**src/verilog/fpe_consts.svh**
```systemverilog
/*
 * Constants for the flash program/erase sequencer: APB register offsets,
 * field positions and wait times with a macro that turns microseconds into cycle counts.
 * Assumes a 25 MHz pclk; the includer supplies nothing else.
 */
`ifndef FPE_CONSTS_SVH
`define FPE_CONSTS_SVH

`define FPE_CLK_MHZ 25
`define FPE_US(t) ((t) * `FPE_CLK_MHZ)

`define FPE_OFF_CTRL 12'h000
`define FPE_OFF_ADDR 12'h004
`define FPE_OFF_STATUS 12'h008
`define FPE_OFF_PASSES 12'h00C

`define FPE_CTRL_START 0
`define FPE_CTRL_ERASE 1
`define FPE_CTRL_LONG_EPULSE 2
`define FPE_ST_BUSY 0
`define FPE_ST_DONE 1
`define FPE_ST_FAIL 2

`define FPE_T_WEN_US 10
`define FPE_T_PSET_US 50
`define FPE_T_PSHORT_US 150
`define FPE_T_PLONG_US 500
`define FPE_T_PCLR_US 10
`define FPE_T_PSETCLR_US 10
`define FPE_T_PVFY_US 4
`define FPE_T_DUMMY_US 2
`define FPE_T_PVFYCLR_US 4
`define FPE_T_ESET_US 200
`define FPE_T_ESHORT_MS 5
`define FPE_T_ELONG_MS 10
`define FPE_T_ECLR_US 10
`define FPE_T_ESETCLR_US 10
`define FPE_T_EVFY_US 20
`define FPE_T_EVFYCLR_US 5

`define FPE_PROG_PASS_MAX 403
`define FPE_SHORT_PASSES 4
`define FPE_ERASE_PASS_SHORT 240
`define FPE_ERASE_PASS_LONG 120
`define FPE_UNIT_BYTES 32
`define FPE_ALL_ONES 8'hFF

`endif

```
**src/verilog/fpe_pkg.sv**
```systemverilog
/*
 * Types for the flash program/erase sequencer.
 * Assumes nothing beyond a SystemVerilog compiler.
 */
package fpe_pkg;
    typedef enum logic [4:0] {
        FPE_IDLE, FPE_WEN, FPE_SETUP, FPE_PULSE, FPE_PCLR, FPE_SUCLR,
        FPE_VFY, FPE_DWR, FPE_DWAIT, FPE_RD, FPE_RWAIT, FPE_CMP,
        FPE_VCLR, FPE_WENOFF, FPE_END
    } fpe_state_t;
endpackage

```
**src/verilog/fpe_seq.sv**
```systemverilog
/*
 * Host-side sequencer that drives the flash control bits of an on-chip
 * flash through program/verify and erase/verify loops with counted waits.
 * Software starts it over APB. Assumes the flash answers reads on the
 * cycle after mem_rd and that the flash takes each control bit as a level.
 */
`timescale 1ns/1ps
`include "fpe_consts.svh"

module fpe_seq #(
    parameter int UNIT = `FPE_UNIT_BYTES,
    parameter int PROG_MAX = `FPE_PROG_PASS_MAX,
    parameter int ELONG_CYC = `FPE_US(`FPE_T_ELONG_MS * 1000),
    parameter int ESHORT_CYC = `FPE_US(`FPE_T_ESHORT_MS * 1000)
) (
    input wire logic pclk,
    input wire logic presetn,
    input wire logic psel,
    input wire logic penable,
    input wire logic pwrite,
    input wire logic [11:0] paddr,
    input wire logic [31:0] pwdata,
    output logic [31:0] prdata,
    output logic pready,
    output logic pslverr,
    output logic flash_write_enable_bit,
    output logic program_setup_bit,
    output logic program_pulse_bit,
    output logic program_verify_bit,
    output logic erase_setup_bit,
    output logic erase_pulse_bit,
    output logic erase_verify_bit,
    output logic [31:0] mem_addr,
    output logic [7:0] mem_wdata,
    output logic mem_wr,
    output logic mem_rd,
    input wire logic [7:0] mem_rdata
);
    import fpe_pkg::*;

    localparam int CW = 24;

    fpe_state_t state;
    logic [CW-1:0] wait_cnt;
    logic [8:0] pass_cnt;
    logic [5:0] byte_idx;
    logic erase_mode;
    logic long_epulse;
    logic all_ok;
    logic [31:0] base_addr;
    logic fail;
    logic done;
    logic [7:0] read_byte;

    wire wr_acc = psel && penable && pwrite;
    wire start = wr_acc && paddr == `FPE_OFF_CTRL && pwdata[`FPE_CTRL_START] && state == FPE_IDLE;
    wire wait_done = wait_cnt == '0;

    function automatic logic [CW-1:0] cyc(input int n);
        cyc = CW'(n - 1);
    endfunction

    ////////////////////////////////////////////////////////////////////////
    // APB slave; always ready, unmapped reads return zero with an error
    always_ff @(posedge pclk or negedge presetn) begin
        if (!presetn) begin
            prdata <= 32'h0000_0000;
            pready <= 1'b0;
            pslverr <= 1'b0;
        end else begin
            pready <= psel && !penable;
            pslverr <= 1'b0;
            prdata <= 32'h0000_0000;
            if (psel && !penable) begin
                case (paddr)
                    `FPE_OFF_CTRL: prdata <= {29'h0, long_epulse, erase_mode, 1'b0};
                    `FPE_OFF_ADDR: prdata <= base_addr;
                    `FPE_OFF_STATUS: prdata <= {29'h0, fail, done, state != FPE_IDLE};
                    `FPE_OFF_PASSES: prdata <= {23'h0, pass_cnt};
                    default: pslverr <= 1'b1;
                endcase
            end
        end
    end

    always_ff @(posedge pclk or negedge presetn) begin
        if (!presetn) begin
            base_addr <= 32'h0000_0000;
            erase_mode <= 1'b0;
            long_epulse <= 1'b0;
        end else if (wr_acc && state == FPE_IDLE) begin
            if (paddr == `FPE_OFF_ADDR) begin
                base_addr <= pwdata;
            end
            if (paddr == `FPE_OFF_CTRL) begin
                erase_mode <= pwdata[`FPE_CTRL_ERASE];
                long_epulse <= pwdata[`FPE_CTRL_LONG_EPULSE];
            end
        end
    end

    ////////////////////////////////////////////////////////////////////////
    // Sequencer; the pulse wait is exactly the count so it is both min and max
    always_ff @(posedge pclk or negedge presetn) begin
        if (!presetn) begin
            state <= FPE_IDLE;
            wait_cnt <= '0;
            pass_cnt <= 9'h000;
            byte_idx <= 6'h00;
            all_ok <= 1'b0;
            fail <= 1'b0;
            done <= 1'b0;
            read_byte <= 8'h00;
            flash_write_enable_bit <= 1'b0;
            program_setup_bit <= 1'b0;
            program_pulse_bit <= 1'b0;
            program_verify_bit <= 1'b0;
            erase_setup_bit <= 1'b0;
            erase_pulse_bit <= 1'b0;
            erase_verify_bit <= 1'b0;
            mem_addr <= 32'h0000_0000;
            mem_wdata <= 8'h00;
            mem_wr <= 1'b0;
            mem_rd <= 1'b0;
        end else begin
            mem_wr <= 1'b0;
            mem_rd <= 1'b0;
            if (!wait_done) begin
                wait_cnt <= wait_cnt - 1'b1;
            end
            case (state)
                FPE_IDLE: begin
                    if (start) begin
                        done <= 1'b0;
                        fail <= 1'b0;
                        pass_cnt <= 9'h000;
                        flash_write_enable_bit <= 1'b1;
                        wait_cnt <= cyc(`FPE_US(`FPE_T_WEN_US));
                        state <= FPE_WEN;
                    end
                end
                FPE_WEN: begin
                    if (wait_done) begin
                        pass_cnt <= pass_cnt + 1'b1;
                        if (erase_mode) begin
                            erase_setup_bit <= 1'b1;
                            wait_cnt <= cyc(`FPE_US(`FPE_T_ESET_US));
                        end else begin
                            program_setup_bit <= 1'b1;
                            wait_cnt <= cyc(`FPE_US(`FPE_T_PSET_US));
                        end
                        state <= FPE_SETUP;
                    end
                end
                FPE_SETUP: begin
                    if (wait_done) begin
                        if (erase_mode) begin
                            erase_pulse_bit <= 1'b1;
                            wait_cnt <= cyc(long_epulse ? ELONG_CYC : ESHORT_CYC);
                        end else begin
                            program_pulse_bit <= 1'b1;
                            if (pass_cnt <= 9'(`FPE_SHORT_PASSES)) begin
                                wait_cnt <= cyc(`FPE_US(`FPE_T_PSHORT_US));
                            end else begin
                                wait_cnt <= cyc(`FPE_US(`FPE_T_PLONG_US));
                            end
                        end
                        state <= FPE_PULSE;
                    end
                end
                FPE_PULSE: begin
                    if (wait_done) begin
                        program_pulse_bit <= 1'b0;
                        erase_pulse_bit <= 1'b0;
                        wait_cnt <= cyc(`FPE_US(erase_mode ? `FPE_T_ECLR_US : `FPE_T_PCLR_US));
                        state <= FPE_PCLR;
                    end
                end
                FPE_PCLR: begin
                    if (wait_done) begin
                        program_setup_bit <= 1'b0;
                        erase_setup_bit <= 1'b0;
                        wait_cnt <= cyc(`FPE_US(erase_mode ? `FPE_T_ESETCLR_US : `FPE_T_PSETCLR_US));
                        state <= FPE_SUCLR;
                    end
                end
                FPE_SUCLR: begin
                    if (wait_done) begin
                        program_verify_bit <= !erase_mode;
                        erase_verify_bit <= erase_mode;
                        wait_cnt <= cyc(`FPE_US(erase_mode ? `FPE_T_EVFY_US : `FPE_T_PVFY_US));
                        byte_idx <= 6'h00;
                        all_ok <= 1'b1;
                        state <= FPE_VFY;
                    end
                end
                FPE_VFY: begin
                    if (wait_done) begin
                        state <= FPE_DWR;
                    end
                end
                FPE_DWR: begin
                    mem_addr <= base_addr + 32'(byte_idx);
                    mem_wdata <= `FPE_ALL_ONES;
                    mem_wr <= 1'b1;
                    wait_cnt <= cyc(`FPE_US(`FPE_T_DUMMY_US));
                    state <= FPE_DWAIT;
                end
                FPE_DWAIT: begin
                    if (wait_done) begin
                        mem_rd <= 1'b1;
                        state <= FPE_RD;
                    end
                end
                FPE_RD: begin
                    state <= FPE_RWAIT;
                end
                FPE_RWAIT: begin
                    read_byte <= mem_rdata;
                    state <= FPE_CMP;
                end
                FPE_CMP: begin
                    // Compare against all-ones in erase mode only; programmed-data checking is left to software
                    if (read_byte != `FPE_ALL_ONES && erase_mode) begin
                        all_ok <= 1'b0;
                    end
                    if (32'(byte_idx) == 32'(UNIT - 1)) begin
                        program_verify_bit <= 1'b0;
                        erase_verify_bit <= 1'b0;
                        wait_cnt <= cyc(`FPE_US(erase_mode ? `FPE_T_EVFYCLR_US : `FPE_T_PVFYCLR_US));
                        state <= FPE_VCLR;
                    end else begin
                        byte_idx <= byte_idx + 1'b1;
                        state <= FPE_DWR;
                    end
                end
                FPE_VCLR: begin
                    if (wait_done) begin
                        if (all_ok) begin
                            state <= FPE_WENOFF;
                        end else if (erase_mode ? pass_cnt >= 9'(long_epulse ? `FPE_ERASE_PASS_LONG
                                                    : `FPE_ERASE_PASS_SHORT)
                                   : pass_cnt >= 9'(PROG_MAX)) begin
                            fail <= 1'b1;
                            state <= FPE_WENOFF;
                        end else begin
                            state <= FPE_WEN;
                        end
                    end
                end
                FPE_WENOFF: begin
                    flash_write_enable_bit <= 1'b0;
                    state <= FPE_END;
                end
                FPE_END: begin
                    done <= 1'b1;
                    state <= FPE_IDLE;
                end
                default: state <= FPE_IDLE;
            endcase
        end
    end

    ////////////////////////////////////////////////////////////////////////
    // Checks
    int wen_age;
    logic [CW-1:0] pulse_len;
    always_ff @(posedge pclk or negedge presetn) begin
        if (!presetn) begin
            wen_age <= 0;
        end else begin
            wen_age <= flash_write_enable_bit ? wen_age + 1 : 0;
        end
    end

    // Pulse length kept in a counter; a delay range thousands of cycles long would choke the tools
    always_ff @(posedge pclk or negedge presetn) begin
        if (!presetn) begin
            pulse_len <= '0;
        end else begin
            pulse_len <= program_pulse_bit ? pulse_len + 1'b1 : '0;
        end
    end
endmodule

```
**config.mk**
```make
export PLATFORM = sky130hd
export DESIGN_NAME = fpe_seq
export DESIGN_NICKNAME = d
export VERILOG_FILES = /design/src/verilog/fpe_pkg.sv /design/src/verilog/fpe_seq.sv
export VERILOG_INCLUDE_DIRS = /design/src /design/src/verilog
export SDC_FILE = /design/constraint.sdc
export NUM_CORES = 1
export LEC_CHECK = 0
export BUFFER_PORTS_ARGS = -buffer_cell sky130_fd_sc_hd__buf_2
export CAP_MARGIN = 0
export CELL_PAD_IN_SITES_DETAIL_PLACEMENT = 1
export CELL_PAD_IN_SITES_GLOBAL_PLACEMENT = 1
export CORE_ASPECT_RATIO = 1.75
export CORE_MARGIN = 2
export CORE_UTILIZATION = 44
export CTS_BUF_LIST = sky130_fd_sc_hd__clkbuf_16
export CTS_CLUSTER_SIZE = 25
export DETAILED_ROUTE_END_ITERATION = 10
export PLACE_DENSITY = 0.83
export SYNTH_ARGS = -nofsm -noshare
export SYNTH_HDL_FRONTEND = slang
export SYNTH_SLANG_ARGS = --single-unit
```
**constraint.sdc**
```tcl
create_clock -name pclk -period 2.98 [get_ports pclk]
set_input_delay 0.298 -clock pclk [delete_from_list [all_inputs] [get_ports pclk]]
set_output_delay 0.298 -clock pclk [all_outputs]
set_load 0.005 [all_outputs]
```
# After elaboration in Yosys (flattened, before gate mapping)
# Index checks and enable logic that the tools add are counted.
dict set report totals {
  regBits 165
}
dict set report op_classes {
  multipliers 2
  n_mux 67
  reduce_logical 37
  n_lt_le_gt_ge 3
  n_eq_ne 37
  n_addsub 7
}
# operator n
set ops {}
lappend ops {{$mux W24} 8}
lappend ops {{$pmux W24 S7} 1}
lappend ops {{$pmux W32 S4} 1}
lappend ops {{$pmux W5 S14} 1}
lappend ops {{$mux W5} 10}
lappend ops {{$ne A2 B2 Y1 const B} 18}
lappend ops {{$eq A5 B4 Y1 const B} 7}
lappend ops {{$add A32 B6 Y32} 1}
lappend ops {{$mux W32} 1}
lappend ops {{$eq A12 B4 Y1 const B} 2}
lappend ops {{$logic_not A24 Y1} 1}
lappend ops {{$sub A24 B1 Y24 const B} 1}
lappend ops {{$mux W1} 22}
lappend ops {{$eq A5 B3 Y1 const B} 4}
lappend ops {{$pmux W1 S2} 10}
lappend ops {{$sub A18 B1 Y19 const B} 1}
lappend ops {{$mux W18} 1}
lappend ops {{$mux W9} 2}
lappend ops {{$pmux W9 S2} 1}
lappend ops {{$reduce_and A4 Y1} 4}
lappend ops {{$mux W14} 1}
lappend ops {{$reduce_bool A2 Y1} 7}
lappend ops {{$mux W13} 1}
lappend ops {{$eq A12 B3 Y1 const B} 1}
lappend ops {{28 further kinds} 46}

# Depth between registers and ports, before layout
dict set report logic_depth {
  ltp_word 7
  mapped_depth 12
  ltp_nobuf 10
}

# Worst setup path before layout
# No wires, ideal clock.
dict set report synth_path {
  path_type {register -> register}
  start {reg byte_idx[0]}
  end {reg mem_addr[28]}
  setup_ps 130
  path_slack_ps 411
  period_less_slack_ps 2569
  t_arrival_ps 2439
  path_stages_with_launch 10
  cell_sequence {dfrtp_1 -> ha_1 -> inv_1 -> fa_1 -> nor2b_1 -> o31ai_1 -> a2111oi_2 -> nor4b_1 -> xnor2_1 -> o21ai_1}
}
dict set report synth_via {
  elab_chain_len 1
}
# element line
set synth_lines {}
lappend synth_lines {{start, declared} fpe_seq.sv:46} ;# logic [5:0] byte_idx;
lappend synth_lines {{start signal, assigned} fpe_seq.sv:233} ;# byte_idx <= byte_idx + 1'b1;
lappend synth_lines {{$add A32 B6 Y32} fpe_seq.sv:203} ;# mem_addr <= base_addr + 32'(byte_idx);
lappend synth_lines {{end signal, assigned} fpe_seq.sv:203}
lappend synth_lines {{end, declared} fpe_seq.sv:33} ;# output logic [31:0] mem_addr,
# Every way passes these cells.
# A chain may end at the register's enable or synchronous reset.

# Final worst setup path
dict set report layout_path {
  start {reg wait_cnt[0]}
  end {reg pass_cnt[8]}
}
dict set report layout_via {
  elab_chain_len 3
}
# element line
set layout_lines {}
lappend layout_lines {{start, declared} fpe_seq.sv:44} ;# logic [CW-1:0] wait_cnt;
lappend layout_lines {{start signal, assigned} fpe_seq.sv:129} ;# wait_cnt <= wait_cnt - 1'b1;
lappend layout_lines {{start signal, assigned} fpe_seq.sv:138} ;# wait_cnt <= cyc(`FPE_US(`FPE_T_WEN_US));
lappend layout_lines {{start signal, assigned} fpe_seq.sv:147} ;# wait_cnt <= cyc(`FPE_US(`FPE_T_ESET_US));
lappend layout_lines {{$logic_not A24 Y1} fpe_seq.sv:57} ;# wire wait_done = wait_cnt == '0;
lappend layout_lines {{$ne A2 B2 Y1 (no line)} -}
lappend layout_lines {{$reduce_and A3 Y1 (no line)} -}
lappend layout_lines {{end signal, assigned} fpe_seq.sv:144} ;# pass_cnt <= pass_cnt + 1'b1;
lappend layout_lines {{end, declared} fpe_seq.sv:45} ;# logic [8:0] pass_cnt;
# Every way passes these cells.

==> results by group <==
Cells and area
  – Area Overhead vs Synth: 20.7%
  – Share of cells above drive strength 1: a little over a quarter
  – Post-route cell area: 10200 sq um
  – FILL cells: around 2.2k
  – # diodes: 0
  – Post-route non-filler standard cell count: ~1.3k
  – Area of the multi-input gates: 4070 sq um
  – Register Area: about 4100 sq um
  – Final net count: 1084

Worst setup path
  – Worst Setup End Kind: flop
  – Critical path fanouts, max: 6
  – Crit path kind: reg -> reg
  – Slowest stage delay, CP: approximately 0.50 ns
  – R2R depth: 8
  – Crit path launch type: flop
  – Req. time, crit path: 3.34 ns
  – Max stage delay cell, worst path: or3b_2
  – CP arrival: between 3 and 4 ns
  – Reg2reg end: pass_cnt[8]
  – CP cell instances: inv_1 > ha_1 > or3b_2 > nand2b_1 > o31ai_4 > nand3_1 > or3_1 > a21oi_1
  – RR Startpoint: wait_cnt[0]
  – Worst reg2reg setup slack: approximately 0.13 ns

Synth
  – Synth top area cells: dfrtp_1, mux2_2, o21ai_0, nand2_1, nor2_1
  – Cell Area, Synth: ~8500 sq um
  – Top FF cell, synth: dfrtp_1
  – Largest area contributor in the netlist: dfrtp_1
  – Number of flops mapped to enable cells by yosys: 0
  – Share of the synthesized area in the top cell type: about 50%
  – Seq/Total Area, Yosys: about 49%
  – Post-synth net total: 928
  – Cells after Synth: around 860
  – Seq cells post-synth: between 150 and 200
  – Post-Syn Area per Cell: roughly 10 sq um
  – Synth async-reset ratio: 100%
  – Count of cell types in the netlist: between 60 and 70
  – YS warnings: 0

GRT
  – First-pass GRT wire length: ~45 mm
  – Global Route Usage Sum: ~30%
  – Largest net degree at the start of global routing: 72
  – Antenna violations before repair: 1
  – Vias in the first global route: between 8k and 9k
  – Global route overflow: 0

Placement
  – IO Port Bufs: ~140
  – Post-DP HPWL: 20.8 mm
  – RePlAce Congestion: approximately 0.95
  – DP Cell Count: 1233
  – Placement Cell Area: about 9600 sq um

Timing
  – Top achievable clock speed: around 0.35 GHz
  – WHS: 0.0670 ns
  – Max Slew Vio Count: 0
  – Tcrit/Tclk final: a little over nine tenths
  – Setup Skew: ~0.012 ns
  – Final setup vio count: 0
  – Final hold vios: 0
  – Slew @ Worst Pin: ~0.7 ns
  – Slew margin rel.: between 50% and 60%
  – Tmin final: 2.85 ns
  – Setup TNS: 0 ns
  – RSZ-0062 raised after global routing: false

Pwr
  – P per Cell Area: between 700 and 800 nW/um^2
  – Net Sw Frac: between 30% and 40%
  – Net Switching: about 0.003 W
  – Sequential share of power: roughly a third
  – Cell Int Power: about 0.0048 W
  – Power Total: just under 0.008 W
  – Combinational share of power: 36.3%
  – Clk pwr share: about 29%
  – Leakage: 4.98 nW
  – Peak VDD IR: about 0.44 mV

Die
  – Die Footprint: between 20000 and 25000 sq um
  – IO Pins: 140
  – Die width: between 100 and 150 microns
  – Core Box Area: 19000 sq um
  – Initial Util: between 40% and 50%
  – Die Height: approximately 190 microns
  – Row count: 67

CTS
  – Clock Tree Buf Depth: 2
  – CTS Buf Count: 17
  – Clock Latency Late Sink: between 0.4 and 0.5 ns
  – CTS Root Cell: clkbuf_16
  – Clock sinks: ~160
  – CTS tree: yes
  – CTS clk-pin slew, worst paths: about 0.070 ns
  – Post-CTS sizing: 0
  – CTS H-tree lvls: 4

Worst hold path
  – Worst min path class: in -> reg
  – Hold wc startpoint: pwdata[1]
  – Hold path cells: 3
  – Hold Path End: erase_mode

Flow run
  – MaxCap Viol Count: 0

Routing
  – Drt pass-1 iters: 5
  – DR iter-0 viols: approximately 340
  – Wirelength, routed: around 28 mm
  – Vias per inst: approximately 5.9
  – DRC viols: 0
  – Via count: 7421
  – Post-detailed-route wirelength per cell: between 20 and 25 microns
  – ANT nets after route: 0

Outcome
  – Status: finished, final reports clean
[logic make-up after synthesis]
logic type               synth area share (%)
AND/OR/NAND/NOR                          19.7
AO/OA/AOI/OAI                            13.9
flip-flops                               48.6
buffers and inverters                    3.38
multiplexers                             7.19
XOR/XNOR                                 4.97
adder cells (fa/ha/maj)                  2.31
[layout make-up]
class,count,share of cell area [%]
flip-flops and latches,164,40.2
clock inverters,15,1.70
clock buffers,17,4.17
multi-input cells,625,39.9
repair buffers,184,10.3
well taps,241,2.96
inverters,20,0.736
[placed cells by master, fill, tap and decap left out, types with 4 or more instances in the layout]
cell | netlist | layout
o21ai_0 | 75 | 75
mux2_2 | 42 | 42
or3_1 | 11 | 11
and3_1 | 12 | 12
nor2_1 | 66 | 66
o22ai_1 | 4 | 4
xnor2_1 | 24 | 24
mux2i_1 | 9 | 9
xor2_1 | 24 | 24
o21ai_1 | 4 | 4
nand2_1 | 85 | 85
o21a_1 | 4 | 4
a21oi_1 | 27 | 27
clkinv_4 | 0 | 5
nor3_1 | 19 | 19
buf_2 | 3 | 138
clkinvlp_4 | 0 | 4
o31ai_1 | 10 | 10
inv_1 | 18 | 18
ha_1 | 14 | 14
a21o_1 | 5 | 5
nor4_1 | 12 | 12
nor2b_1 | 6 | 6
or4_1 | 10 | 10
nand3_1 | 32 | 31
nand4_1 | 14 | 14
o2bb2ai_1 | 5 | 5
a211oi_1 | 5 | 5
clkbuf_16 | 0 | 17
nand2b_1 | 9 | 9
a22oi_1 | 6 | 6
buf_4 | 8 | 43
and2_1 | 27 | 27
o211ai_1 | 7 | 7
a31oi_1 | 7 | 7
dfrtp_1 | 164 | 164
[per-layer routing]
metal  global-route usage, %  up-vias  share of wire [%]
met5                       0        -              0.046
met4                    20.6        2                7.4
met1                    28.1     3700                 33
met2                    53.9      230                 56
met3                    5.82      114                3.7
li1                        -     3375                  -
[synthesized netlist by cell type, types with 19 or more instances]
cell / number
nand2_1: 85
clkbuf_1: 27
o21ai_0: 75
xor2_1: 24
and2_1: 27
nor2_1: 66
nor3_1: 19
a21oi_1: 27
mux2_2: 42
dfrtp_1: 164
xnor2_1: 24
nand3_1: 32
[critical path: cells and delay by family, from the launching register on]
| kind | cells | cell delay (ns) |
|---|---|---|
| and+or+nand+nor | 4 | 1.50 |
| buffers and inverters | 1 | 0.10 |
| adders and majority gates | 1 | 0.17 |
| AOI/OAI and AO/OA | 2 | 0.57 |
| DFF | 1 | 0.42 |
[power groups by stage]
stage          Clock, W  Sequential (W)  Combinational, W
3_5_place_dp          0         0.00276           0.00276
3_3_place_gp          0         0.00274           0.00272
4_1_cts         0.00229         0.00272           0.00281
6_report        0.00226         0.00273           0.00284
2_1_floorplan         0         0.00260           0.00187
5_1_grt         0.00236         0.00276           0.00309
[how the worst max path moves through the flow]
| stage | start | to | slack, ns |
|---|---|---|---|
| floorplan | byte_idx[0] | mem_addr[28] | 0.41 |
| global placement | byte_idx[0] | mem_addr[28] | 0.35 |
| detailed placement | wait_cnt[1] | state[1] | 0.24 |
| CTS | wait_cnt[1] | pass_cnt[8] | 0.13 |
| global route | byte_idx[0] | mem_addr[28] | 0.04 |
| finish | wait_cnt[0] | pass_cnt[8] | 0.13 |
[registers in the layout, indices dropped and copies added, names as in the netlist, 4 cells and up]
name	count
mem_addr	32
byte_idx	6
read_byte	8
prdata	32
pass_cnt	9
base_addr	32
state	4
wait_cnt	24
[timing repair]
action                    CTS  global route
buffers inserted            0             0
hold buffers                1             0
hold endpoints to repair   68             0
[per-stage QoR]
step / util, % / setup slack, ns
floorplan: - / 0.411
finish: 53.6 / 0.134
detailed placement: 50.4 / 0.239
CTS: 53.6 / 0.128
global placement: 50.4 / 0.346
global route: 53.6 / 0.0351
Note: power is estimated with default switching activity, not from simulation.
